<file path="src/design/ocf_pkg.sv">
// shared constants for the overcurrent fault response block
package ocf_pkg;
	localparam logic [7:0] CMD_OC_RESPONSE = 8'h47;
	localparam logic [7:0] CMD_DIE_OT_RESPONSE = 8'hD6;
	localparam logic [7:0] OC_RESPONSE_RESET = 8'h00;
	localparam logic [7:0] DIE_OT_RESPONSE_VALUE = 8'hC0;
	localparam int RESP_HI = 7;
	localparam int RESP_LO = 6;
	localparam int RETRY_HI = 5;
	localparam int RETRY_LO = 3;
	localparam int DELAY_HI = 2;
	localparam int DELAY_LO = 0;
	localparam logic [1:0] RESP_LIMIT = 2'h0;
	localparam logic [1:0] RESP_UNSUPPORTED = 2'h1;
	localparam logic [1:0] RESP_DELAYED = 2'h2;
	localparam logic [1:0] RESP_IMMEDIATE = 2'h3;
	localparam logic [2:0] RETRY_NONE = 3'h0;
	localparam logic [2:0] RETRY_FOREVER = 3'h7;
	localparam int SB_OTHER = 0;
	localparam int SB_OVERCURRENT_SUMMARY_BIT = 4;
	localparam int SW_IOUT = 14;
	localparam int SI_OC_FAULT = 7;
	localparam int DELAY_UNIT_MS = 16;
	localparam int CLK_MHZ = 200;
	localparam int DELAY_UNIT_CYC = DELAY_UNIT_MS * 1000 * CLK_MHZ;
	localparam int RETRY_INTERVAL_CYC = 200000;
	localparam int NUM_CHAN = 2;
endpackage : ocf_pkg

</file>
<file path="src/design/ocf_cfg_mem.sv">
// per-channel storage for the overcurrent response byte
`timescale 1ns/1ps
module ocf_cfg_mem #(
	parameter int DEPTH = ocf_pkg::NUM_CHAN
) (
	input wire logic mclk, // clock
	input wire logic rst, // async reset
	input wire logic wr_en, // write strobe
	input wire logic [$clog2(DEPTH)-1:0] wr_addr, // write page
	input wire logic [7:0] wr_data, // write byte
	input wire logic [$clog2(DEPTH)-1:0] rd_addr, // read page
	output logic [7:0] rd_data, // registered read byte
	output logic [8*DEPTH-1:0] all_data // every stored byte
);
	logic [7:0] mem_reg [DEPTH];

	always_ff @(posedge mclk or posedge rst) begin
		if (rst) begin
			for (int i = 0; i < DEPTH; i++) begin
				mem_reg[i] <= ocf_pkg::OC_RESPONSE_RESET;
			end
		end else if (wr_en) begin
			mem_reg[wr_addr] <= wr_data;
		end
	end

	always_ff @(posedge mclk or posedge rst) begin
		if (rst) begin
			rd_data <= 8'h00;
		end else begin
			rd_data <= mem_reg[rd_addr];
		end
	end

	always_comb begin
		for (int i = 0; i < DEPTH; i++) begin
			all_data[8*i +: 8] = mem_reg[i];
		end
	end
endmodule : ocf_cfg_mem

</file>
<file path="src/design/ocf_fault_resp.sv">
// overcurrent fault response logic for two paged regulator channels
`timescale 1ns/1ps
// Functional notes
// - overcurrent sets other-fault, overcurrent summary, word iout, iout fault bits
// - every response raises host attention unless the notification is masked
// - fault bit holds until clear, on/off cycle, restore, soft reset, power
// - response 00 limits current forever; 01 unsupported
// - response 10 limits for delay, then follows retry field if still limiting
// - response 11 shuts down immediately, then follows retry field
// - retry none keeps output off until enable is cycled or power removed; a soft reset also restarts it
// - retry 111 restarts endlessly, spaced by the restart interval
// - delay field counts 16 ms units
// - delay applies only to delayed shutdown response
// - response command carries exactly one data byte each way
// - read-only non-paged byte 0xD6 reports die overheat response 0xC0
// - paged read/write byte 0x47 holds overcurrent response, default 0x00
module ocf_fault_resp #(
	parameter int DELAY_UNIT_CYC = ocf_pkg::DELAY_UNIT_CYC,
	parameter int RETRY_INTERVAL_CYC = ocf_pkg::RETRY_INTERVAL_CYC
) (
	input wire logic mclk, // 200 MHz clock
	input wire logic rst, // async reset, power cycle
	input wire logic cmd_valid, // one-cycle command strobe
	input wire logic [7:0] cmd_code, // command code
	input wire logic cmd_write, // 1 write, 0 read
	input wire logic [7:0] cmd_wdata, // single write data byte
	input wire logic cmd_page, // selected page
	input wire logic clear_faults, // clear faults pulse
	input wire logic restore_user_all, // restore stored settings pulse
	input wire logic soft_reset, // device soft reset pulse
	input wire logic [1:0] chan_on, // commanded on (enable pin and operation)
	input wire logic [1:0] oc_detect, // overcurrent seen per channel
	input wire logic [1:0] alert_mask, // mask host notification
	output logic rsp_valid, // read answer strobe
	output logic [7:0] rsp_data, // single read data byte
	output logic rsp_err, // unsupported command or value
	output logic [7:0] status_byte, // summary byte, selected page
	output logic [15:0] status_word, // summary word, selected page
	output logic [7:0] status_iout, // iout status, selected page
	output logic alert_n, // host attention, active low
	output logic [1:0] out_enable, // output drive enable
	output logic [1:0] curr_limit // hold current at limit
);
	// ****************************************
	// configuration store
	// ****************************************
	logic wr_oc;
	logic [7:0] mem_rd;
	logic [15:0] cfg_all;
	logic rd_pend_reg;
	logic rd_src_reg;

	always_comb begin
		wr_oc = cmd_valid && cmd_write &&
			cmd_code == ocf_pkg::CMD_OC_RESPONSE &&
			cmd_wdata[ocf_pkg::RESP_HI:ocf_pkg::RESP_LO] !=
			ocf_pkg::RESP_UNSUPPORTED;
	end

	ocf_cfg_mem #(.DEPTH(ocf_pkg::NUM_CHAN)) u_mem (
		.mclk(mclk),
		.rst(rst),
		.wr_en(wr_oc),
		.wr_addr(cmd_page),
		.wr_data(cmd_wdata),
		.rd_addr(cmd_page),
		.rd_data(mem_rd),
		.all_data(cfg_all)
	);

	// ****************************************
	// command port
	// ****************************************
	always_ff @(posedge mclk or posedge rst) begin
		if (rst) begin
			rd_pend_reg <= 1'b0;
			rd_src_reg <= 1'b0;
			rsp_err <= 1'b0;
		end else begin
			rd_pend_reg <= cmd_valid && !cmd_write &&
				(cmd_code == ocf_pkg::CMD_OC_RESPONSE ||
				cmd_code == ocf_pkg::CMD_DIE_OT_RESPONSE);
			rd_src_reg <= cmd_code == ocf_pkg::CMD_DIE_OT_RESPONSE;
			// write to read-only code, unknown code or response 01 refused
			rsp_err <= cmd_valid && ((cmd_write &&
				(cmd_code == ocf_pkg::CMD_DIE_OT_RESPONSE ||
				(cmd_code == ocf_pkg::CMD_OC_RESPONSE && !wr_oc))) ||
				(cmd_code != ocf_pkg::CMD_OC_RESPONSE &&
				cmd_code != ocf_pkg::CMD_DIE_OT_RESPONSE));
		end
	end

	always_ff @(posedge mclk or posedge rst) begin
		if (rst) begin
			rsp_valid <= 1'b0;
			rsp_data <= 8'h00;
		end else begin
			rsp_valid <= rd_pend_reg;
			if (rd_pend_reg) begin
				rsp_data <= rd_src_reg ? ocf_pkg::DIE_OT_RESPONSE_VALUE :
					mem_rd;
			end
		end
	end

	// ****************************************
	// per-channel response
	// ****************************************
	typedef enum logic [3:0] {
		ST_RUN = 4'h1,
		ST_LIMIT = 4'h2,
		ST_OFF = 4'h4,
		ST_WAIT = 4'h8
	} ocf_state_t;

	ocf_state_t state_reg [2];
	logic [1:0] fault_reg;
	logic [1:0] on_d_reg;
	logic [31:0] tmr_reg [2];
	logic [1:0] clr_any;
	logic [7:0] cfg [2];

	always_comb begin
		for (int c = 0; c < 2; c++) begin
			cfg[c] = cfg_all[8*c +: 8];
			// off-then-on shows as a falling enable
			clr_any[c] = clear_faults || restore_user_all || soft_reset ||
				(on_d_reg[c] && !chan_on[c]);
		end
	end

	always_ff @(posedge mclk or posedge rst) begin
		if (rst) begin
			on_d_reg <= 2'h0;
		end else begin
			on_d_reg <= chan_on;
		end
	end

	// detection wins over a clear arriving in the same cycle
	always_ff @(posedge mclk or posedge rst) begin
		if (rst) begin
			fault_reg <= 2'h0;
		end else begin
			for (int c = 0; c < 2; c++) begin
				if (oc_detect[c] && chan_on[c]) begin
					fault_reg[c] <= 1'b1;
				end else if (clr_any[c]) begin
					fault_reg[c] <= 1'b0;
				end
			end
		end
	end

	function automatic logic [31:0] delay_cycles(input logic [2:0] units);
		delay_cycles = 32'(int'(units) * DELAY_UNIT_CYC);
	endfunction

	always_ff @(posedge mclk or posedge rst) begin
		if (rst) begin
			for (int c = 0; c < 2; c++) begin
				state_reg[c] <= ST_RUN;
				tmr_reg[c] <= 32'h0;
			end
		end else begin
			for (int c = 0; c < 2; c++) begin
				if (!chan_on[c] || soft_reset) begin
					state_reg[c] <= ST_RUN;
					tmr_reg[c] <= 32'h0;
				end else begin
					case (state_reg[c])
					ST_RUN: begin
						if (oc_detect[c]) begin
							case (cfg[c][ocf_pkg::RESP_HI:ocf_pkg::RESP_LO])
							ocf_pkg::RESP_IMMEDIATE: begin
								state_reg[c] <= ST_OFF;
							end
							ocf_pkg::RESP_DELAYED: begin
								state_reg[c] <= ST_LIMIT;
								tmr_reg[c] <= delay_cycles(
									cfg[c][ocf_pkg::DELAY_HI:ocf_pkg::DELAY_LO]);
							end
							default: begin
								state_reg[c] <= ST_LIMIT;
								tmr_reg[c] <= 32'h0;
							end
							endcase
						end
					end
					ST_LIMIT: begin
						if (!oc_detect[c]) begin
							state_reg[c] <= ST_RUN;
						end else if (cfg[c][ocf_pkg::RESP_HI:ocf_pkg::RESP_LO] ==
							ocf_pkg::RESP_DELAYED) begin
							if (tmr_reg[c] == 32'h0) begin
								state_reg[c] <= ST_OFF;
							end else begin
								tmr_reg[c] <= tmr_reg[c] - 32'h1;
							end
						end
					end
					ST_OFF: begin
						// anything but 111 stays latched off
						if (cfg[c][ocf_pkg::RETRY_HI:ocf_pkg::RETRY_LO] ==
							ocf_pkg::RETRY_FOREVER) begin
							state_reg[c] <= ST_WAIT;
							tmr_reg[c] <= 32'(RETRY_INTERVAL_CYC);
						end
					end
					ST_WAIT: begin
						if (tmr_reg[c] == 32'h0) begin
							state_reg[c] <= ST_RUN;
						end else begin
							tmr_reg[c] <= tmr_reg[c] - 32'h1;
						end
					end
					default: begin
						state_reg[c] <= ST_RUN;
					end
					endcase
				end
			end
		end
	end

	// ****************************************
	// outputs
	// ****************************************
	always_ff @(posedge mclk or posedge rst) begin
		if (rst) begin
			out_enable <= 2'h0;
			curr_limit <= 2'h0;
		end else begin
			for (int c = 0; c < 2; c++) begin
				out_enable[c] <= chan_on[c] && (state_reg[c] == ST_RUN ||
					state_reg[c] == ST_LIMIT);
				curr_limit[c] <= state_reg[c] == ST_LIMIT;
			end
		end
	end

	// status mirrors the sticky bit, one cycle behind it
	always_ff @(posedge mclk or posedge rst) begin
		if (rst) begin
			status_byte <= 8'h00;
			status_word <= 16'h0000;
			status_iout <= 8'h00;
			alert_n <= 1'b1;
		end else begin
			status_byte <= 8'h00;
			status_word <= 16'h0000;
			status_iout <= 8'h00;
			status_byte[ocf_pkg::SB_OTHER] <= fault_reg[cmd_page];
			status_byte[ocf_pkg::SB_OVERCURRENT_SUMMARY_BIT] <= fault_reg[cmd_page];
			status_word[ocf_pkg::SB_OTHER] <= fault_reg[cmd_page];
			status_word[ocf_pkg::SB_OVERCURRENT_SUMMARY_BIT] <= fault_reg[cmd_page];
			status_word[ocf_pkg::SW_IOUT] <= fault_reg[cmd_page];
			status_iout[ocf_pkg::SI_OC_FAULT] <= fault_reg[cmd_page];
			alert_n <= !(|(fault_reg & ~alert_mask));
		end
	end
endmodule : ocf_fault_resp

</file>
<file path="config.mk">
export PLATFORM = sky130hd
export DESIGN_NAME = ocf_fault_resp
export DESIGN_NICKNAME = d
export VERILOG_FILES = /design/src/design/ocf_pkg.sv /design/src/design/ocf_cfg_mem.sv /design/src/design/ocf_fault_resp.sv
export SDC_FILE = /design/constraint.sdc
export NUM_CORES = 1
export LEC_CHECK = 0
export ABC_AREA = 1
export CAP_MARGIN = 20
export CORE_MARGIN = 8
export CORE_UTILIZATION = 30
export DETAILED_ROUTE_END_ITERATION = 7
export DONT_BUFFER_PORTS = 1
export PLACE_DENSITY = 0.53
export SYNTH_ARGS = -nofsm -noshare
export SYNTH_HDL_FRONTEND = slang
export SYNTH_SLANG_ARGS = --single-unit
export TNS_END_PERCENT = 5
</file>
<file path="constraint.sdc">
create_clock -name mclk -period 3.49 [get_ports mclk]
set_input_delay 0.349 -clock mclk [delete_from_list [all_inputs] [get_ports mclk]]
set_output_delay 0.349 -clock mclk [all_outputs]
set_load 0.02 [all_outputs]
</file>
; Yosys cells after proc, flatten, opt, wreduce, memory -nomap -nowiden
; Index checks and enable logic that the tools add are counted.
[word_totals]
register_bits = 120
inputBits = 30
elab_cells = 156
[classes]
addsub = 2
multipliers = 2
magnitude_cmp = 3
n_eq_ne = 35
n_mux = 47
n_bitwise = 3
n_reduce_logical = 43
[ops]
columns = operator, count
row1 = 2-to-1 mux 32 bit, 12
row2 = one-hot mux 32 bit (4 select lines), 2
row3 = one-hot mux 32 bit (2 select lines), 2
row4 = zero test 32 bit, 2
row5 = subtractor 32 x 1 -> 32 bit (second input constant), 2
row6 = 2-to-1 mux 4 bit, 14
row7 = 2-to-1 mux 8 bit, 5
row8 = inequality test 3 bit (second input constant), 12
row9 = one-hot mux 4 bit (4 select lines), 2
row10 = multiplier 3 x 12 -> 15 bit (second input constant), 2
row11 = bitwise mux 16 bit, 1
row12 = logical AND 1 bit, 16
row13 = inequality test 4 bit (second input constant), 4
row14 = AND reduction 6 bit, 2
row15 = logical OR 1 bit, 11
row16 = AND reduction 5 bit, 2
row17 = nonzero test 5 bit, 2
row18 = demux 8 bit (select 1 bit), 1
row19 = == test 2 bit (second input constant), 4
row20 = == test 4 x 1 -> 1 bit (second input constant), 2
row21 = == test 4 x 2 -> 1 bit (second input constant), 2
row22 = == test 4 x 3 -> 1 bit (second input constant), 2
row23 = == test 4 bit (second input constant), 2
row24 = == test 8 x 7 -> 1 bit (second input constant), 1
row25 = other kinds (16), 28

; Depth between registers and ports, before layout
; Gate-level depths: netlist (run 1).
[depth]
word_depth = 9
depth_mapped = 13

; Cells and area by module
; A second synthesis (run 1) with hierarchy kept.
[hier_totals]
cells_unflattened = 1152
hier_area_um2 = 8155.3
[modules_own_cells]
columns = module, n_inst, cells_each, area_each_um2, seq_area_each_um2
row1 = ocf_fault_resp, 1, 1048, 7170.6, 2356.0
row2 = ocf_cfg_mem, 1, 104, 984.7, 600.6

; Worst setup path before layout (run 1)
; Ideal clock, no wire load.
[synth_timing]
path_kind = reg-to-reg
from = register u_mem.mem_reg, in the netlist u_mem.all_data[8]
to = register tmr_reg[17] (netlist bit)
setup_time_ns = 0.074
arrival_ns = 1.724
t_required_ns = 3.416
setup_slack_ns = 1.692
stages_incl_launch_ff = 12
n_path_buf = 0
path_cell_list = dfrtp_1 -> ha_1 -> ha_1 -> nand2_1 -> inv_1 -> o21ai_0 -> nand2_1 -> o21ai_0 -> nand2_1 -> nand2_1 -> nand3_1 -> o21ai_2
[synth_between]
elab_chain_cells = 5
[synth_rtl]
columns = item, line_no
row1 = from (decl), ocf_cfg_mem.sv:15  ; logic [7:0] mem_reg [DEPTH];
row2 = "from (signal, indexed assignment)", ocf_cfg_mem.sv:20  ; mem_reg[i] <= ocf_pkg::OC_RESPONSE_RESET;
row3 = "from (signal, indexed assignment)", ocf_cfg_mem.sv:23  ; mem_reg[wr_addr] <= wr_data;
row4 = multiplier 3 x 12 -> 15 bit, ocf_fault_resp.sv:156  ; delay_cycles = 32'(int'(units) * DELAY_UNIT_CYC);
row5 = one-hot mux 32 bit (2 select lines), ocf_fault_resp.sv:174  ; case (cfg[c][ocf_pkg::RESP_HI:ocf_pkg::RESP_LO])
row6 = 2-to-1 mux 32 bit, ocf_fault_resp.sv:173  ; if (oc_detect[c]) begin
row7 = one-hot mux 32 bit (4 select lines), ocf_fault_resp.sv:171  ; case (state_reg[c])
row8 = 2-to-1 mux 32 bit, ocf_fault_resp.sv:167  ; if (!chan_on[c] || soft_reset) begin
row9 = "to (signal, indexed assignment)", ocf_fault_resp.sv:180  ; tmr_reg[c] <= delay_cycles(
row10 = "to (signal, indexed assignment)", ocf_fault_resp.sv:198  ; tmr_reg[c] <= tmr_reg[c] - 32'h1;
row11 = "to (signal, indexed assignment)", ocf_fault_resp.sv:207  ; tmr_reg[c] <= 32'(RETRY_INTERVAL_CYC);
row12 = to (decl), ocf_fault_resp.sv:119  ; logic [31:0] tmr_reg [2];
; No other way between the ends. The select of a mux whose other input is x is not followed.
; A chain may end at the register's enable or synchronous reset.

; Worst setup path after layout (run 1)
[layout_timing]
from = register state_reg[4] (netlist bit)
to = register tmr_reg[38] (netlist bit)
[layout_between]
elab_chain_cells = 3
word_cells_on_any_way = 13
cone_classes = eq/ne: 9 / mux: 2 / reduce/logical: 2
[layout_rtl]
columns = item, line_no
row1 = from (decl), ocf_fault_resp.sv:116  ; ocf_state_t state_reg [2];
row2 = "from (signal, indexed assignment)", ocf_fault_resp.sv:162  ; state_reg[c] <= ST_RUN;
row3 = "from (signal, indexed assignment)", ocf_fault_resp.sv:168  ; state_reg[c] <= ST_RUN;
row4 = "from (signal, indexed assignment)", ocf_fault_resp.sv:176  ; state_reg[c] <= ST_OFF;
row5 = "== test 4 x 1 -> 1 bit, or another cell as far along", ocf_fault_resp.sv:171
row6 = "inequality test 3 bit (no source line), or another cell as far along", n/a
row7 = AND reduction 6 bit (no source line) / 2-to-1 mux 32 bit (equally long branches), n/a
; Parallel ways exist; a longest one is shown, timed or not.

==> flow_metrics.tcl, run 1 <==
set metrics [dict create \
    slew_viol_final 0 \
    start_util_pct 30.4 \
    drive_gt1_share_pct 9.44 \
    ys_warn_count 0 \
    dp_hpwl_um 15900 \
    synthTopCellsByArea "dfrtp_1 (36%), nand2_1 (14%), nor2_1 (6.9%)" \
    yosys.area.top_type "dfrtp_1" \
    leakagePower_nw 4.55 \
    layout_setup_ws_ns 1.14 \
    crit_path_max_fanout 18 \
    synth.distinct_cells 49 \
    maxCapViolCount 0 \
    worstPathArrival_ns 2.66 \
    h-tree-depth 4 \
    drt-total-wl_um 21000 \
    power.density_nw_per_um2 470 \
    syn_area_um2 7890 \
    die_w_um 178 \
    fin_util_pct 33.4 \
    multi_input_area_um2 4170 \
    finalSetupViolations 0 \
    ys_seq_elements 118 \
    crit_family "simple AND/OR/NAND/NOR gates" \
    vdd.ir_drop.worst_mv 0.315 \
    max_stage_delay_ns 0.53 \
    finalHoldViolCount 56 \
    rsz0062_at_grt "false" \
    syn_to_final_growth_pct 9.58 \
    yosysTopAreaCellShare_pct 36.5 \
    path_clk_slew_ns 0.06 \
    syn_area_per_cell_um2 7.20 \
    drt_pass1_iterations 5 \
    cts_hold_buffers 2 \
    die_area_um2 31700 \
    startpoint_type "flop" \
    ios 77 \
    worstSkewPairLatency_ns 0.44 \
    max_freq_mhz 425 \
    critical_path_required_ns 3.80 \
    crit_path_cell_trace "inv_1, nand3_2, nand2_4, nor2_2, nand2_1, nand2_1, nand2_1, nand3_2, inv_1, o21ai_1, nand2_1" \
    hold_path_class "input pin to async pin" \
    reg2reg_setup_slack_ns 1.14 \
    core_um2 25900 \
    period_minus_slack_ns 2.35 \
    status "complete, but fails checks" \
    violations "negative hold slack" \
    drtIter0Drc 474 \
    cts_tree "done" \
    fillCellCount 2762 \
    grtUsageTotal_pct 13.8 \
    regArea_um2 2960 \
    cts.sinks 118 \
    numPortBuffers 0 \
    final_cell_mix "nand2_1 (292), nor2_1 (146), dfrtp_1 (115)" \
    drc 0 \
    cts_resized 0 \
    cp-end-kind "flop" \
    grt_antenna_before_repair 0 \
    largest_reg_flops 64 \
    crit_type "flop to flop" \
    yosysSeqAreaShare_pct 37.5 \
    fin_crit_sh_pct 67.4 \
    cp_common_cell "nand2_1" \
    relSlewSlack_pct 30.5 \
    place_congestion 0.861 \
    vias 6793 \
    grt.overflow.total 0 \
    ant_nets 0 \
    skew_ns 0.0180 \
    dp_slack_ns 1.14 \
    diodes 0 \
    nNetsFinal 1139 \
    cts_buffers 17 \
    synthCells 1095 \
    viasPerCell 4.73 \
    clock-root-buffer "clkbuf_16" \
    rows 59 \
    cts_max_path_buffers 2 \
    final_common_cell "nand2_1" \
    post_cts_buffers 0 \
    cp_slowest_cell "dfstp_2" \
    fp.dieH_um 178 \
    hold_ws_ns -0.0702 \
    grt_pass1_vias 6660 \
    grt_max_degree 61 \
    finalSetupTns_ns 0 \
    cp_num_buf_inv 2 \
    grt_first_pass_wirelength_um 34700 \
    wire_per_inst_um 14.6 \
    worstMarginPinSlew_ns 1.04 \
]
## stage by stage
stage	cells	total power, mW	cell area [um^2]
6_report	1437	4.06	8640
5_1_grt	1437	4.29	8640
4_1_cts	1437	4.11	8640
3_5_place_dp	1403	2.33	8040
3_3_place_gp	1403	2.32	8040
2_1_floorplan	1120	2.20	7980
## kinds of logic after synthesis
family | after synthesis | synth area share [%]
AND/OR/NAND/NOR | 604 | 34.1
buffers and inverters | 175 | 10.8
AO/OA/AOI/OAI | 144 | 10.6
flip-flops | 118 | 37.5
XOR/XNOR | 28 | 3.11
adder cells (fa/ha/maj) | 20 | 3.17
multiplexers | 5 | 0.714
other | 1 | 0.0475
## layout make-up
cell class / count / area share, %
multi-input combinational: 827 / 48.3
sequential: 118 / 34.2
inverter: 120 / 5.30
clock buffer: 18 / 5.08
tap: 335 / 4.85
clock inverter: 14 / 1.66
timing repair buffer: 5 / 0.637
## worst register-to-register path: stages, from the launching register on
cell,delay (ns)
dfstp_2,0.53
inv_1,0.06
nand3_2,0.12
nand2_4,0.18
nor2_2,0.35
nand2_1,0.09
nand2_1,0.07
nand2_1,0.08
nand3_2,0.27
inv_1,0.27
o21ai_1,0.15
nand2_1,0.07
## Yosys cell counts, drive strengths merged
master	count
and2	3
ha	20
or3	1
nand3	96
o21bai	4
nand4	23
a211oi	1
or2	5
and3	2
clkinv	3
o22a	2
buf	45
nor2	163
dfstp	3
conb	1
inv	117
nor3	5
mux2	5
a21o	1
dfrtp	115
o22ai	4
a22o	6
a21oi	29
nand2	306
o21ai	94
a31o	1
a31oi	1
a2bb2oi	1
clkbuf	10
xor2	22
xnor2	6
## per-layer routing
layer	wire length [um]	global-route usage [%]
met1	10300	18.9
met5	0	0
met4	277	3.99
met3	1090	3.22
met2	9360	21.2
## final timing paths
kind | start | to | depth (start not counted)
max in group asynchronous | rst | u_mem.all_data[1] | 2
max reg2reg | state_reg[4] | tmr_reg[38] | 11
min reg2reg | rd_pend_reg | rsp_valid | 0
min in group mclk | alert_mask[1] | alert_n | 2
max | state_reg[4] | tmr_reg[38] | 11
min | rst | out_enable[1] | 1
## report_power, final
| group | switching [mW] | internal [mW] |
|---|---|---|
| Clock | 0.747 | 1.02 |
| Combinational | 0.575 | 0.257 |
| Sequential | 0.0567 | 1.41 |
Power figures use the tool's default switching activity.
==> run 2: changes to the inputs <==
--- a/config.mk
+++ b/config.mk
@@ -5,13 +5,13 @@
 export SDC_FILE = /design/constraint.sdc
 export NUM_CORES = 1
 export LEC_CHECK = 0
-export ABC_AREA = 1
+export ABC_AREA = 0
 export CAP_MARGIN = 20
 export CORE_MARGIN = 8
 export CORE_UTILIZATION = 30
 export DETAILED_ROUTE_END_ITERATION = 7
 export DONT_BUFFER_PORTS = 1
-export PLACE_DENSITY = 0.53
+export PLACE_DENSITY = 0.52
 export SYNTH_ARGS = -nofsm -noshare
 export SYNTH_HDL_FRONTEND = slang
 export SYNTH_SLANG_ARGS = --single-unit
==> constraint.sdc (replaced) <==
create_clock -name mclk -period 2.4 [get_ports mclk]
set_input_delay 0.24 -clock mclk [delete_from_list [all_inputs] [get_ports mclk]]
set_output_delay 0.24 -clock mclk [all_outputs]
set_load 0.02 [all_outputs]
==> run 2 against run 1 <==
Net effect:
- the flow now finishes without violations
- critical endpoint is now tmr_reg[61]
- critical path type unchanged
- clock power is 48% higher
- non-clock buffer count up 125
- die area shrank 8.7%
- wire length shrank 2.8%
- sequential power is 43% higher
- critical path depth down 6
==> flow_metrics.tcl, run 2 <==
set metrics [dict create \
    final_cell_mix "dfrtp_1 (115), buf_4 (103), o21ai_0 (88)" \
    cp-startpoint "tmr_reg[49]" \
    drtIter0Drc 483 \
    hold_path_end "state_reg[0]" \
    drc 0 \
    worstPathArrival_ns 2.71 \
    placed_area_um2 8100 \
    grtUsageTotal_pct 14.4 \
    worstSkewPairLatency_ns 0.42 \
    async_flop_share_pct 100 \
    synth_edf_count 0 \
    hold_path_class "input pin to flop" \
    vdd.ir_drop.worst_mv 0.330 \
    p_sw_mw 1.58 \
    yosysTopAreaCellShare_pct 40.3 \
    crit_path_cell_trace "or4_4, or3_4, or4_4, or3_4, o41ai_2" \
    hold_start "oc_detect[1]" \
    die_w_um 170 \
    yosysSeqAreaShare_pct 41.4 \
    yosysMostFrequentCell "dfrtp_1" \
    r2r_cells 5 \
    min_path_cells 2 \
    crit_type "flop to flop" \
    grt_max_degree 41 \
    start_util_pct 30.5 \
    synth.distinct_cells 76 \
    skew_ns 0.0140 \
    period_minus_slack_ns 2.40 \
    finalSetupViolations 0 \
    rsz0062_at_grt "true" \
    place_congestion 0.819 \
    vias 6444 \
    nNetsFinal 957 \
    power.density_nw_per_um2 619 \
    crit_family "simple AND/OR/NAND/NOR gates" \
    critical_path_required_ns 2.71 \
    syn_area_per_cell_um2 8.92 \
    synthCells 800 \
    finalSetupTns_ns 0 \
    cts_max_path_buffers 2 \
    cts_buffers 17 \
    drt_pass1_iterations 5 \
    wl_met1_um 9580 \
    clkPwrFrac_pct 47.0 \
    p_int_mw 3.99 \
    wire_per_inst_um 16.5 \
    fin_util_pct 38.5 \
    largest_reg_flops 64 \
    dp_hpwl_um 14800 \
    startpoint_type "flop" \
    power_mw 5.57 \
    wl_met2_um 9490 \
    grt.overflow.total 0 \
    placed_cells 1186 \
    ys_seq_elements 118 \
    fp.dieH_um 170 \
    yosys.area.top_type "dfrtp_1" \
    grt_first_pass_wirelength_um 33600 \
    grt_pass1_vias 6231 \
    leakagePower_nw 4.21 \
    viasPerCell 5.20 \
    synthTopCellsByArea "dfrtp_1 (40%), o21ai_0 (6.4%), nor2_1 (3.8%)" \
    ys_warn_count 0 \
    syn_to_final_growth_pct 26.1 \
    fin_crit_sh_pct 100 \
    cts_tree "done" \
    layoutNonFillerInstCount 1239 \
    syn_area_um2 7140 \
    r2r-end "tmr_reg[61]" \
    swShare_pct 28.3 \
    crit_path_max_fanout 5 \
    finalHoldViolCount 0 \
    rows 56 \
    cp-end-kind "flop" \
    ios 77 \
    slew_viol_final 0 \
    diodes 0 \
    final_common_cell "dfrtp_1" \
    worstMarginPinSlew_ns 0.857 \
    post_cts_buffers 0 \
    reg2reg_setup_slack_ns 0.0002 \
    relSlewSlack_pct 42.7 \
    final_cell_area_um2 9000 \
    r2r_start "tmr_reg[49]" \
    cp_num_buf_inv 0 \
    dr.max_layer_used "met4" \
    wl_met3_um 1070 \
    max_stage_delay_ns 0.53 \
    fillCellCount 2380 \
    max_freq_mhz 417 \
    netlist_top_cells_count "dfrtp_1 (115), o21ai_0 (91), nor2_1 (72), nand2_1 (49), a21oi_1 (46)" \
    cp_slowest_cell "or4_4" \
    cts.sinks 118 \
    clock-root-buffer "clkbuf_16" \
    ys.flop_type "dfrtp_1" \
    die_area_um2 29000 \
    h-tree-depth 4 \
    maxCapViolCount 0 \
    grt_antenna_before_repair 0 \
    core_um2 23400 \
    combPwrFrac_pct 15.4 \
    drt-total-wl_um 20400 \
    pwr-share-seq_pct 37.6 \
    drive_gt1_share_pct 21.4 \
    ant_nets 0 \
    status "finished clean" \
    path_clk_slew_ns 0.06 \
    numPortBuffers 0 \
]
run 2: changes by cell type in the layout (fill, tap and decap cells not counted), moves of 13 or more:
cell           delta
inv_1            -76
buf_4           +101
a21oi_1          +18
o21ai_1          -13
mux2_2           +16
nand2_1         -243
nor4_1           +14
nor2_1           -75
nand3_1          -72
o21ai_0          +25
nor3_1           +20
dlygate4sd3_1    +19
a31oi_1          +14
o31ai_1          +17
run 2: worst max path at each step:
| stage | end | cells past startpoint |
|---|---|---|
| after floorplan | tmr_reg[18] | 11 |
| after global placement | tmr_reg[61] | 6 |
| after detailed placement | tmr_reg[61] | 5 |
| after CTS | tmr_reg[61] | 5 |
| after global routing | tmr_reg[61] | 5 |
| final | tmr_reg[61] | 5 |
run 2: final cells by class:
cell class              count  area, um^2  share of cell area (%)
inverters                  35         135                    1.50
multi-input cells         605        3830                    42.6
clock buffers              18         439                    4.88
well taps                 319         399                    4.43
clock inverters            14         163                    1.81
flip-flops and latches    118        2960                    32.9
repair buffers            130        1080                    12.0
run 2: cell families (layout without fill, tap and decap cells):
| group | count (synthesis) | count (layout) | share of synthesized area, % |
|---|---|---|---|
| AOI/OAI and AO/OA | 261 | 261 | 23.5 |
| xor gates and xnor gates | 15 | 15 | 1.84 |
| adders and majority gates | 20 | 20 | 3.51 |
| buffers and inverters | 102 | 197 | 7.35 |
| DFF | 118 | 118 | 41.4 |
| muxes | 22 | 22 | 3.45 |
| other | 1 | 26 | 0.0525 |
| and+or+nand+nor | 261 | 261 | 18.8 |
run 2: repair_timing:
| action | CTS | global route |
|---|---|---|
| setup endpoints to repair | 21 | 54 |
| pin swaps | 1 | 4 |
| hold buffers | 21 | 0 |
| resized for setup | 5 | 19 |
| hold endpoints to repair | 69 | 0 |
run 2: stage by stage:
| stage | setup slack (ns) | hold WS [ns] |
|---|---|---|
| floorplan | -0.220 | 0.271 |
| global placement | -0.129 | 0.272 |
| detailed placement | -0.167 | 0.272 |
| CTS | -0.00902 | 0.0104 |
| global route | -0.0713 | 0.0343 |
| finish | 0.000234 | 0.0347 |
run 2: metal layers:
layer / track usage (%) / vias to the layer above
met2: 22.5 / 182
met5: 0 / -
met3: 2.48 / 26
li1: - / 3121
met4: 4.84 / 0
met1: 19.7 / 3115
run 2: power groups by stage:
stage                     Sequential (mW)  Clock (mW)  Combinational [mW]
final                                2.10        2.62               0.857
after global routing                 2.10        2.77               0.941
after CTS                            2.09        2.67               0.832
after detailed placement             2.13           0               0.788
after global placement               2.13           0               0.785
after floorplan                      2.12           0               0.522
run 2: worst reg2reg max path, cell delays in order, from the launching register on:
cell     delay [ns]
dfrtp_1        0.37
or4_4          0.53
or3_4          0.37
or4_4          0.46
or3_4          0.36
o41ai_2        0.20
==> run 3: changes to the inputs <==
==> constraint.sdc (replaced) <==
create_clock -name mclk -period 2.7 [get_ports mclk]
set_input_delay 0.27 -clock mclk [delete_from_list [all_inputs] [get_ports mclk]]
set_output_delay 0.27 -clock mclk [all_outputs]
set_load 0.02 [all_outputs]
==> run 3 against run 2 <==
Net effect:
- combinational power shrank 25%
- highest routed layer unchanged
- maximum frequency fell by 8.6%
- clock skew is 0.0013 ns higher
- largest cell class unchanged
- sequential share of layout area increased by 2.0 points
- worst setup slack better by 0.073 ns
- critical path depth stayed put
- final cell count decreased by 4.4%
- hold slack lost 0.030 ns
- utilization decreased by 2.3 points
- final area decreased by 5.9%
==> flow_metrics.tcl, run 3 (synthesized netlist as in run 2, its figures left out) <==
set metrics [dict create \
    dp_hpwl_um 14000 \
    nNetsFinal 903 \
    hold_start "oc_detect[0]" \
    max_stage_delay_ns 0.58 \
    largest_reg_flops 64 \
    syn_to_final_growth_pct 18.7 \
    ios 77 \
    grt_pass1_vias 6017 \
    vias 6239 \
    diodes 0 \
    final_common_cell "dfrtp_1" \
    vdd.ir_drop.worst_mv 0.359 \
    drtIter0Drc 485 \
    clock-root-buffer "clkbuf_16" \
    startpoint_type "flop" \
    die_w_um 170 \
    final_cell_area_um2 8470 \
    power.density_nw_per_um2 576 \
    critical_path_required_ns 3.02 \
    slew_viol_final 0 \
    crit_path_max_fanout 5 \
    h-tree-depth 4 \
    r2r_start "tmr_reg[48]" \
    grt.overflow.total 0 \
    final_cell_mix "dfrtp_1 (115), o21ai_0 (91), nor2_1 (72)" \
    path_clk_slew_ns 0.06 \
    cts_tree "done" \
    placed_cells 1130 \
    layoutNonFillerInstCount 1185 \
    finalSetupViolations 0 \
    core_um2 23400 \
    finalHoldViolCount 0 \
    hold_path_class "input pin to flop" \
    die_area_um2 29000 \
    drt_pass1_iterations 5 \
    cp_common_cell "or4_4" \
    relSlewSlack_pct 41.4 \
    maxCapViolCount 0 \
    cp-startpoint "tmr_reg[48]" \
    cp_slowest_cell "or4_4" \
    numPortBuffers 0 \
    drc 0 \
    grt_max_degree 69 \
    skew_ns 0.0153 \
    cts_max_path_buffers 2 \
    period_minus_slack_ns 2.63 \
    cp-end-kind "flop" \
    drive_gt1_share_pct 15.1 \
    drt-total-wl_um 19900 \
    rows 56 \
    status "finished clean" \
    ant_nets 0 \
    max_freq_mhz 381 \
    crit_path_cell_trace "or4_4, or3_1, or4_4, or3_4, o41ai_2" \
    placed_area_um2 7640 \
    grt_first_pass_wirelength_um 32600 \
    place_congestion 0.804 \
    grtUsageTotal_pct 14.0 \
    start_util_pct 30.5 \
    cts_buffers 17 \
    fin_crit_sh_pct 97.3 \
    wire_per_inst_um 16.8 \
    fp.dieH_um 170 \
    viasPerCell 5.26 \
    cts.sinks 118 \
    worstMarginPinSlew_ns 0.879 \
    crit_type "flop to flop" \
    worstPathArrival_ns 2.94 \
    worstSkewPairLatency_ns 0.43 \
    grt_antenna_before_repair 0 \
    leakagePower_nw 3.90 \
]
## run 3: changes by cell type in the layout (fill, tap and decap cells not counted), sizes merged
| cell | delta |
|---|---|
| dlygate4sd3 | +1 |
| inv | +2 |
| buf | -55 |
| clkinv | -2 |
## run 3: layout make-up
cell class | count | area, um^2
Sequential cell | 118 | 2960
Timing Repair Buffer | 76 | 626
Fill cell | 2395 | 14900
Clock inverter | 14 | 163
Tap cell | 319 | 399
Multi-Input combinational cell | 605 | 3750
Inverter | 35 | 135
Clock buffer | 18 | 439
## run 3: through the flow
step / power (mW) / hold slack [ns] / util [%] / TNS (ns) / setup WS [ns]
2_1_floorplan: 2.35 / 0.301 / - / 0 / 0.0799
3_3_place_gp: 2.51 / 0.302 / 32.6 / 0 / 0.100
3_5_place_dp: 2.50 / 0.303 / 32.6 / 0 / 0.0691
4_1_cts: 4.91 / 0.000566 / 36.1 / 0 / 0.0491
5_1_grt: 5.08 / 0.000580 / 36.2 / -0.00844 / -0.00477
6_report: 4.88 / 0.00520 / 36.2 / 0 / 0.0737
## run 3: report_power, final
group / total [mW] / internal (mW) / leakage (nW) / switching, mW
registers: 1.87 / 1.81 / 1.59 / 0.0591
clock network: 2.37 / 1.41 / 0.295 / 0.958
logic: 0.641 / 0.243 / 2.01 / 0.398
total: 4.88 / 3.47 / 3.90 / 1.42
## run 3: critical path: cells and delay by family (launching register included)
kind               cells  cell delay [ns]
AOI/OAI and AO/OA      1             0.21
and+or+nand+nor        4             1.90
DFF                    1             0.41
## run 3: timing repair
| action | CTS | global route |
|---|---|---|
| gates resized for setup | 0 | 1 |
| setup buffers | 0 | 1 |
| endpoints found under the hold margin | 83 | 2 |
| endpoints found under the setup margin | 0 | 2 |
| hold buffers | 21 | 1 |
## run 3: worst paths after layout
check / cells after the start / slack, ns / end
max reg2reg: 5 / 0.07 / tmr_reg[61]
min in group asynchronous: 3 / 0.54 / rsp_err
max: 5 / 0.07 / tmr_reg[61]
min reg2reg: 1 / 0.41 / fault_reg[1]
min: 3 / 0.005 / state_reg[4]
max in group asynchronous: 3 / 1.49 / tmr_reg[33]
## run 3: per-layer routing
| layer | vias to the layer above | global-route usage, % | part of all wire (%) |
|---|---|---|---|
| met5 | - | 0 | 0 |
| met4 | 0 | 4.77 | 1.6 |
| met3 | 27 | 3.01 | 5.2 |
| met2 | 168 | 22.0 | 46 |
| met1 | 3031 | 18.7 | 47 |
| li1 | 3013 | - | - |
